**src/include/nfc_pkg.sv**
```systemverilog
// Purpose: shared constants and types of the NAND pin-interface host controller
// Assumes: one 250 MHz clock, synchronous active-high reset
// Notes:   register map, strobe timing, operation codes and pin bundle
package nfc_pkg;

  // ----------------------------------------------------------------
  // clock and pin timing
  // ----------------------------------------------------------------
  localparam int unsigned CLK_MHZ          = 250;
  localparam int unsigned T_STROBE_LOW_NS  = 25;
  localparam int unsigned T_STROBE_HIGH_NS = 15;
  localparam int unsigned T_BUSY_GUARD_NS  = 100;

  // least times round up, never below one cycle
  function automatic int unsigned min_cycles(input int unsigned t_ns);
    int unsigned c;
    c = (t_ns * CLK_MHZ + 999) / 1000;
    return (c < 1) ? 1 : c;
  endfunction : min_cycles

  localparam logic [7:0] LOW_CYC   = 8'(min_cycles(T_STROBE_LOW_NS));
  localparam logic [7:0] HIGH_CYC  = 8'(min_cycles(T_STROBE_HIGH_NS));
  localparam logic [7:0] GUARD_CYC = 8'(min_cycles(T_BUSY_GUARD_NS));

  // ----------------------------------------------------------------
  // bus and address widths
  // ----------------------------------------------------------------
  localparam int unsigned IO_W       = 8;
  localparam int unsigned COL_W      = 12;
  localparam int unsigned ROW_W      = 19;
  localparam logic [2:0]  ADDR_LAST  = 3'h4;

  // ----------------------------------------------------------------
  // register map (byte addresses, one word each)
  // ----------------------------------------------------------------
  localparam logic [7:0] OFS_CTRL   = 8'h00;
  localparam logic [7:0] OFS_DATA   = 8'h04;
  localparam logic [7:0] OFS_COL    = 8'h08;
  localparam logic [7:0] OFS_ROW    = 8'h0c;
  localparam logic [7:0] OFS_STATUS = 8'h10;

  localparam int unsigned CTRL_GO     = 0;
  localparam int unsigned CTRL_OP_LSB = 1;
  localparam int unsigned CTRL_SEL    = 4;
  localparam int unsigned CTRL_WP     = 5;
  localparam int unsigned STAT_BUSY   = 0;
  localparam int unsigned STAT_RDY0   = 1;
  localparam int unsigned STAT_RDY1   = 2;

  localparam logic        RST_SEL  = 1'b0;
  localparam logic        RST_WP_N = 1'b0;

  // ----------------------------------------------------------------
  // operations and states
  // ----------------------------------------------------------------
  typedef enum logic [2:0] {
    OP_CMD   = 3'h0,
    OP_ADDR  = 3'h1,
    OP_WRITE = 3'h2,
    OP_READ  = 3'h3,
    OP_WAIT  = 3'h4
  } nfc_op_t;

  typedef enum logic [4:0] {
    S_IDLE   = 5'b00001,
    S_SETUP  = 5'b00010,
    S_LAUNCH = 5'b00100,
    S_STROBE = 5'b01000,
    S_WAIT   = 5'b10000
  } nfc_seq_t;

  typedef enum logic [2:0] {
    T_IDLE = 3'b001,
    T_LOW  = 3'b010,
    T_HIGH = 3'b100
  } nfc_stb_t;

  // ----------------------------------------------------------------
  // pin bundle driven toward the flash
  // ----------------------------------------------------------------
  typedef struct packed {
    logic            chip_select_n;
    logic            second_chip_select_n;
    logic            cmd_latch;
    logic            addr_latch;
    logic            write_strobe_n;
    logic            read_strobe_n;
    logic            write_protect_n;
    logic [IO_W-1:0] io_out;
    logic            io_oe;
  } nfc_pins_t;

endpackage : nfc_pkg

```
**src/design/nfc_host.sv**
```systemverilog
// Purpose: host controller that drives an x8 NAND flash through its pins
// Assumes: APB slave for software, pull-ups on both ready/busy lines
// Notes:   software issues one operation at a time and polls status
//
// Added by the designer: the APB register port and the register addresses.
module nfc_host (
  input  wire logic                    clk,
  input  wire logic                    rst,
  input  wire logic                    psel,
  input  wire logic                    penable,
  input  wire logic                    pwrite,
  input  wire logic [7:0]              paddr,
  input  wire logic [31:0]             pwdata,
  output logic [31:0]                  prdata,
  output logic                         pready,
  output logic                         pslverr,
  output nfc_pkg::nfc_pins_t           pins_o,
  input  wire logic [nfc_pkg::IO_W-1:0] io_in,
  input  wire logic                    ready_busy_n,
  input  wire logic                    second_ready_busy_n
);

  nfc_pkg::nfc_seq_t              state_q, state_d;
  nfc_pkg::nfc_op_t               op_q, op_d;
  nfc_pkg::nfc_pins_t             pins_q, pins_d;
  logic [2:0]                     idx_q, idx_d;
  logic [7:0]                     guard_q, guard_d;
  logic                           sel_q, sel_d;
  logic                           wp_n_q, wp_n_d;
  logic [nfc_pkg::IO_W-1:0]       byte_q, byte_d;
  logic [nfc_pkg::IO_W-1:0]       rdata_q, rdata_d;
  logic [nfc_pkg::COL_W-1:0]      col_q, col_d;
  logic [nfc_pkg::ROW_W-1:0]      row_q, row_d;
  logic [31:0]                    prdata_q, prdata_d;
  logic [nfc_pkg::IO_W-1:0]       io_meta_q, io_sync_q;
  logic [1:0]                     rb_meta_q, rb_sync_q;
  logic                           stb_start, stb_n, stb_sample, stb_done;
  logic                           wr_en, hit, rdy_sel;

  // five address bytes; bits above the address are held low
  function automatic logic [7:0] addr_byte(input logic [2:0] i,
                                           input logic [nfc_pkg::COL_W-1:0] col,
                                           input logic [nfc_pkg::ROW_W-1:0] row);
    case (i)
      3'h0:    return col[7:0];
      3'h1:    return {4'h0, col[11:8]};
      3'h2:    return row[7:0];
      3'h3:    return row[15:8];
      default: return {5'h0, row[18:16]};
    endcase
  endfunction : addr_byte

  // ----------------------------------------------------------------
  // pin input synchronisers
  // ----------------------------------------------------------------
  // io bus and ready/busy synchroniser
  always_ff @(posedge clk)
  begin
    if (rst)
    begin
      io_meta_q <= 8'h00;
      io_sync_q <= 8'h00;
      rb_meta_q <= 2'h3;
      rb_sync_q <= 2'h3;
    end
    else
    begin
      io_meta_q <= io_in;
      io_sync_q <= io_meta_q;
      rb_meta_q <= {second_ready_busy_n, ready_busy_n};
      rb_sync_q <= rb_meta_q;
    end
  end

  assign rdy_sel = sel_q ? rb_sync_q[1] : rb_sync_q[0];

  // ----------------------------------------------------------------
  // APB slave
  // ----------------------------------------------------------------
  assign hit     = (paddr == nfc_pkg::OFS_CTRL) || (paddr == nfc_pkg::OFS_DATA) ||
                   (paddr == nfc_pkg::OFS_COL) || (paddr == nfc_pkg::OFS_ROW) ||
                   (paddr == nfc_pkg::OFS_STATUS);
  assign wr_en   = psel && penable && pwrite && hit;
  assign pready  = 1'b1;
  assign pslverr = psel && penable && !hit;
  assign prdata  = prdata_q;

  // ----------------------------------------------------------------
  // registers and sequencer
  // ----------------------------------------------------------------
  always_comb
  begin
    state_d  = state_q;
    op_d     = op_q;
    pins_d   = pins_q;
    idx_d    = idx_q;
    guard_d  = guard_q;
    sel_d    = sel_q;
    wp_n_d   = wp_n_q;
    byte_d   = byte_q;
    rdata_d  = rdata_q;
    col_d    = col_q;
    row_d    = row_q;
    prdata_d = prdata_q;
    stb_start = 1'b0;

    // read data is captured in the setup phase so the access phase needs no wait
    if (psel && !penable && !pwrite)
    begin
      unique case (paddr)
        nfc_pkg::OFS_CTRL:   prdata_d = {26'h0, wp_n_q, sel_q, op_q, 1'b0};
        nfc_pkg::OFS_DATA:   prdata_d = {24'h0, rdata_q};
        nfc_pkg::OFS_COL:    prdata_d = {20'h0, col_q};
        nfc_pkg::OFS_ROW:    prdata_d = {13'h0, row_q};
        nfc_pkg::OFS_STATUS: prdata_d = {29'h0, rb_sync_q, state_q != nfc_pkg::S_IDLE};
        default:             prdata_d = 32'h0;
      endcase
    end

    // configuration is frozen while an operation runs
    if (wr_en && (state_q == nfc_pkg::S_IDLE))
    begin
      unique case (paddr)
        nfc_pkg::OFS_CTRL:
        begin
          op_d   = nfc_pkg::nfc_op_t'(pwdata[nfc_pkg::CTRL_OP_LSB +: 3]);
          sel_d  = pwdata[nfc_pkg::CTRL_SEL];
          wp_n_d = pwdata[nfc_pkg::CTRL_WP];
          pins_d.write_protect_n = pwdata[nfc_pkg::CTRL_WP];
          if (pwdata[nfc_pkg::CTRL_GO])
          begin
            idx_d   = 3'h0;
            guard_d = nfc_pkg::GUARD_CYC - 8'h01;
            state_d = (pwdata[nfc_pkg::CTRL_OP_LSB +: 3] == 3'(nfc_pkg::OP_WAIT)) ?
                      nfc_pkg::S_WAIT : nfc_pkg::S_SETUP;
          end
        end
        nfc_pkg::OFS_DATA: byte_d = pwdata[7:0];
        nfc_pkg::OFS_COL:  col_d  = pwdata[nfc_pkg::COL_W-1:0];
        nfc_pkg::OFS_ROW:  row_d  = pwdata[nfc_pkg::ROW_W-1:0];
        default:           byte_d = byte_q;
      endcase
    end

    unique case (state_q)
      nfc_pkg::S_IDLE:
      begin
        pins_d.chip_select_n        = 1'b1;
        pins_d.second_chip_select_n = 1'b1;
        pins_d.cmd_latch            = 1'b0;
        pins_d.addr_latch           = 1'b0;
        pins_d.io_oe                = 1'b0;
      end
      nfc_pkg::S_SETUP:
      begin
        pins_d.chip_select_n        = sel_q;
        pins_d.second_chip_select_n = !sel_q;
        pins_d.cmd_latch            = (op_q == nfc_pkg::OP_CMD);
        pins_d.addr_latch           = (op_q == nfc_pkg::OP_ADDR);
        pins_d.io_out               = (op_q == nfc_pkg::OP_ADDR) ? addr_byte(idx_q, col_q, row_q) : byte_q;
        pins_d.io_oe                = (op_q != nfc_pkg::OP_READ);
        state_d                     = nfc_pkg::S_LAUNCH;
      end
      nfc_pkg::S_LAUNCH:
      begin
        stb_start = 1'b1;
        state_d   = nfc_pkg::S_STROBE;
      end
      nfc_pkg::S_STROBE:
      begin
        if (stb_sample && (op_q == nfc_pkg::OP_READ))
        begin
          rdata_d = io_sync_q;
        end
        if (stb_done)
        begin
          if ((op_q == nfc_pkg::OP_ADDR) && (idx_q != nfc_pkg::ADDR_LAST))
          begin
            idx_d   = idx_q + 3'h1;
            state_d = nfc_pkg::S_SETUP;
          end
          else
          begin
            state_d = nfc_pkg::S_IDLE;
          end
        end
      end
      nfc_pkg::S_WAIT:
      begin
        // select stays high while the device works
        pins_d.chip_select_n        = 1'b1;
        pins_d.second_chip_select_n = 1'b1;
        // next command only after ready returns
        if (guard_q != 8'h00)
        begin
          guard_d = guard_q - 8'h01;
        end
        else if (rdy_sel)
        begin
          state_d = nfc_pkg::S_IDLE;
        end
      end
      default:
      begin
        state_d = nfc_pkg::S_IDLE;
      end
    endcase
  end

  always_ff @(posedge clk)
  begin
    if (rst)
    begin
      state_q  <= nfc_pkg::S_IDLE;
      op_q     <= nfc_pkg::OP_CMD;
      pins_q   <= '{chip_select_n: 1'b1, second_chip_select_n: 1'b1, cmd_latch: 1'b0, addr_latch: 1'b0,
                    write_strobe_n: 1'b1, read_strobe_n: 1'b1, write_protect_n: nfc_pkg::RST_WP_N,
                    io_out: 8'h00, io_oe: 1'b0};
      idx_q    <= 3'h0;
      guard_q  <= 8'h00;
      sel_q    <= nfc_pkg::RST_SEL;
      wp_n_q   <= nfc_pkg::RST_WP_N;
      byte_q   <= 8'h00;
      rdata_q  <= 8'h00;
      col_q    <= '0;
      row_q    <= '0;
      prdata_q <= 32'h0;
    end
    else
    begin
      state_q  <= state_d;
      op_q     <= op_d;
      pins_q   <= pins_d;
      idx_q    <= idx_d;
      guard_q  <= guard_d;
      sel_q    <= sel_d;
      wp_n_q   <= wp_n_d;
      byte_q   <= byte_d;
      rdata_q  <= rdata_d;
      col_q    <= col_d;
      row_q    <= row_d;
      prdata_q <= prdata_d;
    end
  end

  nfc_strobe u_strobe (
    .clk      (clk),
    .rst      (rst),
    .start    (stb_start),
    .strobe_n (stb_n),
    .sample   (stb_sample),
    .done     (stb_done)
  );

  always_comb
  begin
    pins_o                = pins_q;
    pins_o.write_strobe_n = stb_n || (op_q == nfc_pkg::OP_READ);
    pins_o.read_strobe_n  = stb_n || (op_q != nfc_pkg::OP_READ);
  end
endmodule : nfc_host

```
**src/design/nfc_strobe.sv**
```systemverilog
// Purpose: one timed low pulse of a write or read strobe
// Assumes: start is a one-cycle pulse given only while idle
// Notes:   sample marks the last low cycle, done the last high cycle
module nfc_strobe (
  input  wire logic clk,
  input  wire logic rst,
  input  wire logic start,
  output logic      strobe_n,
  output logic      sample,
  output logic      done
);

  nfc_pkg::nfc_stb_t st_q, st_d;
  logic [7:0]        cnt_q, cnt_d;
  logic              stb_q, stb_d;

  // ----------------------------------------------------------------
  // pulse sequencing
  // ----------------------------------------------------------------
  always_comb
  begin
    st_d  = st_q;
    cnt_d = cnt_q;
    stb_d = stb_q;
    unique case (st_q)
      nfc_pkg::T_IDLE:
      begin
        if (start)
        begin
          st_d  = nfc_pkg::T_LOW;
          cnt_d = nfc_pkg::LOW_CYC - 8'h01;
          stb_d = 1'b0;
        end
      end
      nfc_pkg::T_LOW:
      begin
        if (cnt_q == 8'h00)
        begin
          st_d  = nfc_pkg::T_HIGH;
          cnt_d = nfc_pkg::HIGH_CYC - 8'h01;
          stb_d = 1'b1;
        end
        else
        begin
          cnt_d = cnt_q - 8'h01;
        end
      end
      nfc_pkg::T_HIGH:
      begin
        if (cnt_q == 8'h00)
        begin
          st_d = nfc_pkg::T_IDLE;
        end
        else
        begin
          cnt_d = cnt_q - 8'h01;
        end
      end
      default:
      begin
        st_d  = nfc_pkg::T_IDLE;
        stb_d = 1'b1;
      end
    endcase
  end

  always_ff @(posedge clk)
  begin
    if (rst)
    begin
      st_q  <= nfc_pkg::T_IDLE;
      cnt_q <= 8'h00;
      stb_q <= 1'b1;
    end
    else
    begin
      st_q  <= st_d;
      cnt_q <= cnt_d;
      stb_q <= stb_d;
    end
  end

  assign strobe_n = stb_q;
  assign sample   = (st_q == nfc_pkg::T_LOW) && (cnt_q == 8'h00);
  assign done     = (st_q == nfc_pkg::T_HIGH) && (cnt_q == 8'h00);
endmodule : nfc_strobe

```
**config.mk**
```make
export PLATFORM = sky130hd
export DESIGN_NAME = nfc_host
export DESIGN_NICKNAME = d
export VERILOG_FILES = /design/src/include/nfc_pkg.sv /design/src/design/nfc_host.sv /design/src/design/nfc_strobe.sv
export SDC_FILE = /design/constraint.sdc
export NUM_CORES = 1
export LEC_CHECK = 0
export ABC_CLOCK_PERIOD_IN_PS = 3090
export BUFFER_PORTS_ARGS = -buffer_cell sky130_fd_sc_hd__buf_4
export CAP_MARGIN = 5
export CORE_AREA = 3 3 123 125
export DETAILED_ROUTE_END_ITERATION = 12
export DIE_AREA = 0 0 126 128
export PLACE_DENSITY = 0.66
export RECOVER_POWER = 25
export REMOVE_ABC_BUFFERS = 1
export SETUP_SLACK_MARGIN = 0.4
export SYNTH_ARGS = -nofsm -noshare
export SYNTH_HDL_FRONTEND = slang
export SYNTH_HIERARCHICAL = 1
export SYNTH_SLANG_ARGS = --single-unit
```
**constraint.sdc**
```tcl
create_clock -name clk -period 3.09 [get_ports clk]
set_clock_uncertainty 0.1 [all_clocks]
set_input_delay 0.1545 -clock clk [delete_from_list [all_inputs] [get_ports clk]]
set_output_delay 0.1545 -clock clk [all_outputs]
set_load 0.02 [all_outputs]
```
==> metrics.txt <==
outcome complete, no violations; Max Cap Violations 0; Rows 43; post-synthesis cell type count 69; DRT antenna net count 0; top_reg_cell synth dfxtp_1; gr busiest metal met2; worst endpoint data arrival time 2.73 ns; Seq cells post-synth 132; power share of the clock group 51.6%; First-pass DRT Iterations 5; post-synthesis cell area 6310 um^2; sw frac 23.0%; H-tree depth 4; total track usage 22.4%; met1 Usage GRT 29.8%; Leak 2.81 nW; Worst slew margin 20.5%; GRT overflow 0; num ports 105; post-DR wirelength/cell 18.3 um; endpoints failing setup 0; Pins Over Slew Limit 0; largest net degree at the start of global routing 103; commonest non-fill, non-tap cell in the layout dfxtp_1; Reg power frac 42.9%; fmax 394 MHz; vias in the first global route 5701; logic gate share of total power 5.5%; starting density of the core 45.1%; P&R area growth vs syn 22.3%; Hold Slack 0.0195 ns; met2 GRT Util 35.8%; initial antenna violation count 0; port bufs 77; Yosys warnings 6; FFs w/ async S/R, synth 0%; Die Wd 126 um; final worst setup slack 0.549 ns; sequential fraction of the synthesis area 41.9%; Worst-Skew Late Latency 0.42 ns; CTS tree yes; crit end category flop; DR vias 5997; share of the cycle needed by the critical path after routing 82.2%; switching power total 0.921 mW; EDFF count, synth 0; DRC 0; nets@finish 860; Worst EP required 3.28 ns; Longest Clk Path Bufs 2; unrepaired setup endpoints after global routing false; Power Internal 3.08 mW; Post-Syn Instances 716; crit start category flop; Routed Wire Length 18.1 mm; Worst-path clk slew 0.06 ns; crit path max fanout 8; drt via density 6.06; antenna cell count 0; RePlAce Congestion 0.878; share of cells above drive strength 1 15.4%; Design Power 4.00 mW; worst min path class in -> reg; Starting DRT DRC Count 623; pre-CTS worst setup slack 0.377 ns; Synth Area per Inst 8.81 um^2; final hold violation count 0; Slew @ Worst Pin 1.19 ns; DP HPWL 11.9 mm; first-pass GRT wire length 29.1 mm; commonest cells after routing, fill and taps aside dfxtp_1, a21oi_1, buf_4; die height 128 um; final core utilization 55.2%; clock sinks 132; CTS root buf clkbuf_16; die area 16100 um^2; Peak VDD IR 0.397 mV; total CTS buffers 17; WS Path Type reg -> reg; PD cells 519 nW/um^2; met3 Use GR 4.58%; Setup TNS 0 ns; Final min period 2.54 ns; core area 14000 um^2
==> stage by stage <==
stage                     cells  cell area [um^2]
after floorplan             654              5990
after global placement      925              6910
after detailed placement    925              6910
after CTS                   989              7840
after global routing        990              7720
final                       990              7720
==> cell usage after synthesis, types with 5 or more instances <==
cell type	n	share of area, %
a211oi_1	12	1.4
nor3b_1	6	0.71
or3_1	7	0.69
nor3_1	12	0.95
clkbuf_1	40	2.4
nand3b_1	12	1.4
ha_1	8	1.6
nor2_1	47	2.8
a21oi_1	69	5.5
o31ai_1	28	3.3
a22oi_1	12	1.4
inv_1	14	0.83
dfxtp_1	132	42
a31oi_1	8	0.79
o21ai_0	25	2.0
nand2b_1	11	1.1
nand2_1	30	1.8
nand3_1	18	1.4
buf_4	15	1.8
nor2b_1	22	2.2
mux2i_1	15	2.4
mux2_2	7	1.2
mux4_2	5	1.8
buf_2	13	1.0
or2_2	9	0.89
nand4_1	48	4.8
==> final timing paths <==
| kind | startpoint | endpoint | slack, ns | cells after the start |
|---|---|---|---|---|
| worst min-delay path | penable | prdata[1] | 0.02 | 4 |
| worst max-delay path | u_strobe/cnt_q[1] | rdata_q[4] | 0.55 | 10 |
| worst max register to register | u_strobe/cnt_q[1] | rdata_q[4] | 0.55 | 10 |
| worst min register to register | rb_meta_q[1] | rb_sync_q[1] | 0.31 | 1 |
==> power groups by stage <==
stage               Clock (mW)  Sequential, mW  Combinational (mW)
global placement             0            1.75               0.184
finish                    2.06            1.72               0.222
detailed placement           0            1.75               0.186
global route              2.17            1.72               0.237
CTS                       2.09            1.72               0.218
floorplan                    0            1.75              0.0712
==> logic make-up after synthesis <==
logic type                 share of synthesized area [%]
AOI/OAI and AO/OA                                   21.1
xor gates and xnor gates                           0.555
other                                              0.119
and+or+nand+nor                                     22.5
buffers and inverters                               6.76
adders and majority gates                           1.59
DFF                                                 41.9
muxes                                               5.41
==> worst max-delay path: stages (launching register included) <==
cell and delay [ns]:
dfxtp_1 0.33, inv_1 0.13, ha_1 0.19, or3b_2 0.50, or3_4 0.39, clkinv_4 0.06, and4b_1 0.19, nand4_1 0.10
buf_4 0.21, mux2i_1 0.15, nor2_1 0.05
==> area by class of cell <==
type                       count  area [um^2]
clock inverter                13          171
multi-input combinational    507         3290
fill                        1296         6270
tap                          180          225
timing repair buffer         124          896
sequential                   132         2640
inverter                      15         61.3
clock buffer                  19          433
==> routing by layer <==
metal / part of all wire (%) / up-vias
li1: - / 2816
met1: 44 / 2865
met2: 46 / 280
met3: 8.3 / 36
met4: 2.1 / 0
met5: 0 / -
==> registers in the layout (all words and copies together) (netlist names), 3 cells and up <==
name / count
prdata: 19
io_sync_q: 8
row_q: 19
io_meta_q: 8
op_q: 3
idx_q: 3
pins_o: 13
u_strobe/st_q: 3
rdata_q: 8
col_q: 12
u_strobe/cnt_q: 8
byte_q: 8
guard_q: 8
state_q: 5
==> timing repair <==
item,4_1_cts,5_1_grt
hold buffers,32,0
gates cloned,0,0
gates resized for setup,1,1
hold endpoints to repair,57,0
buffers inserted,0,1
pin swaps,0,1
setup endpoints to repair,8,8
Power figures use the tool's default switching activity.
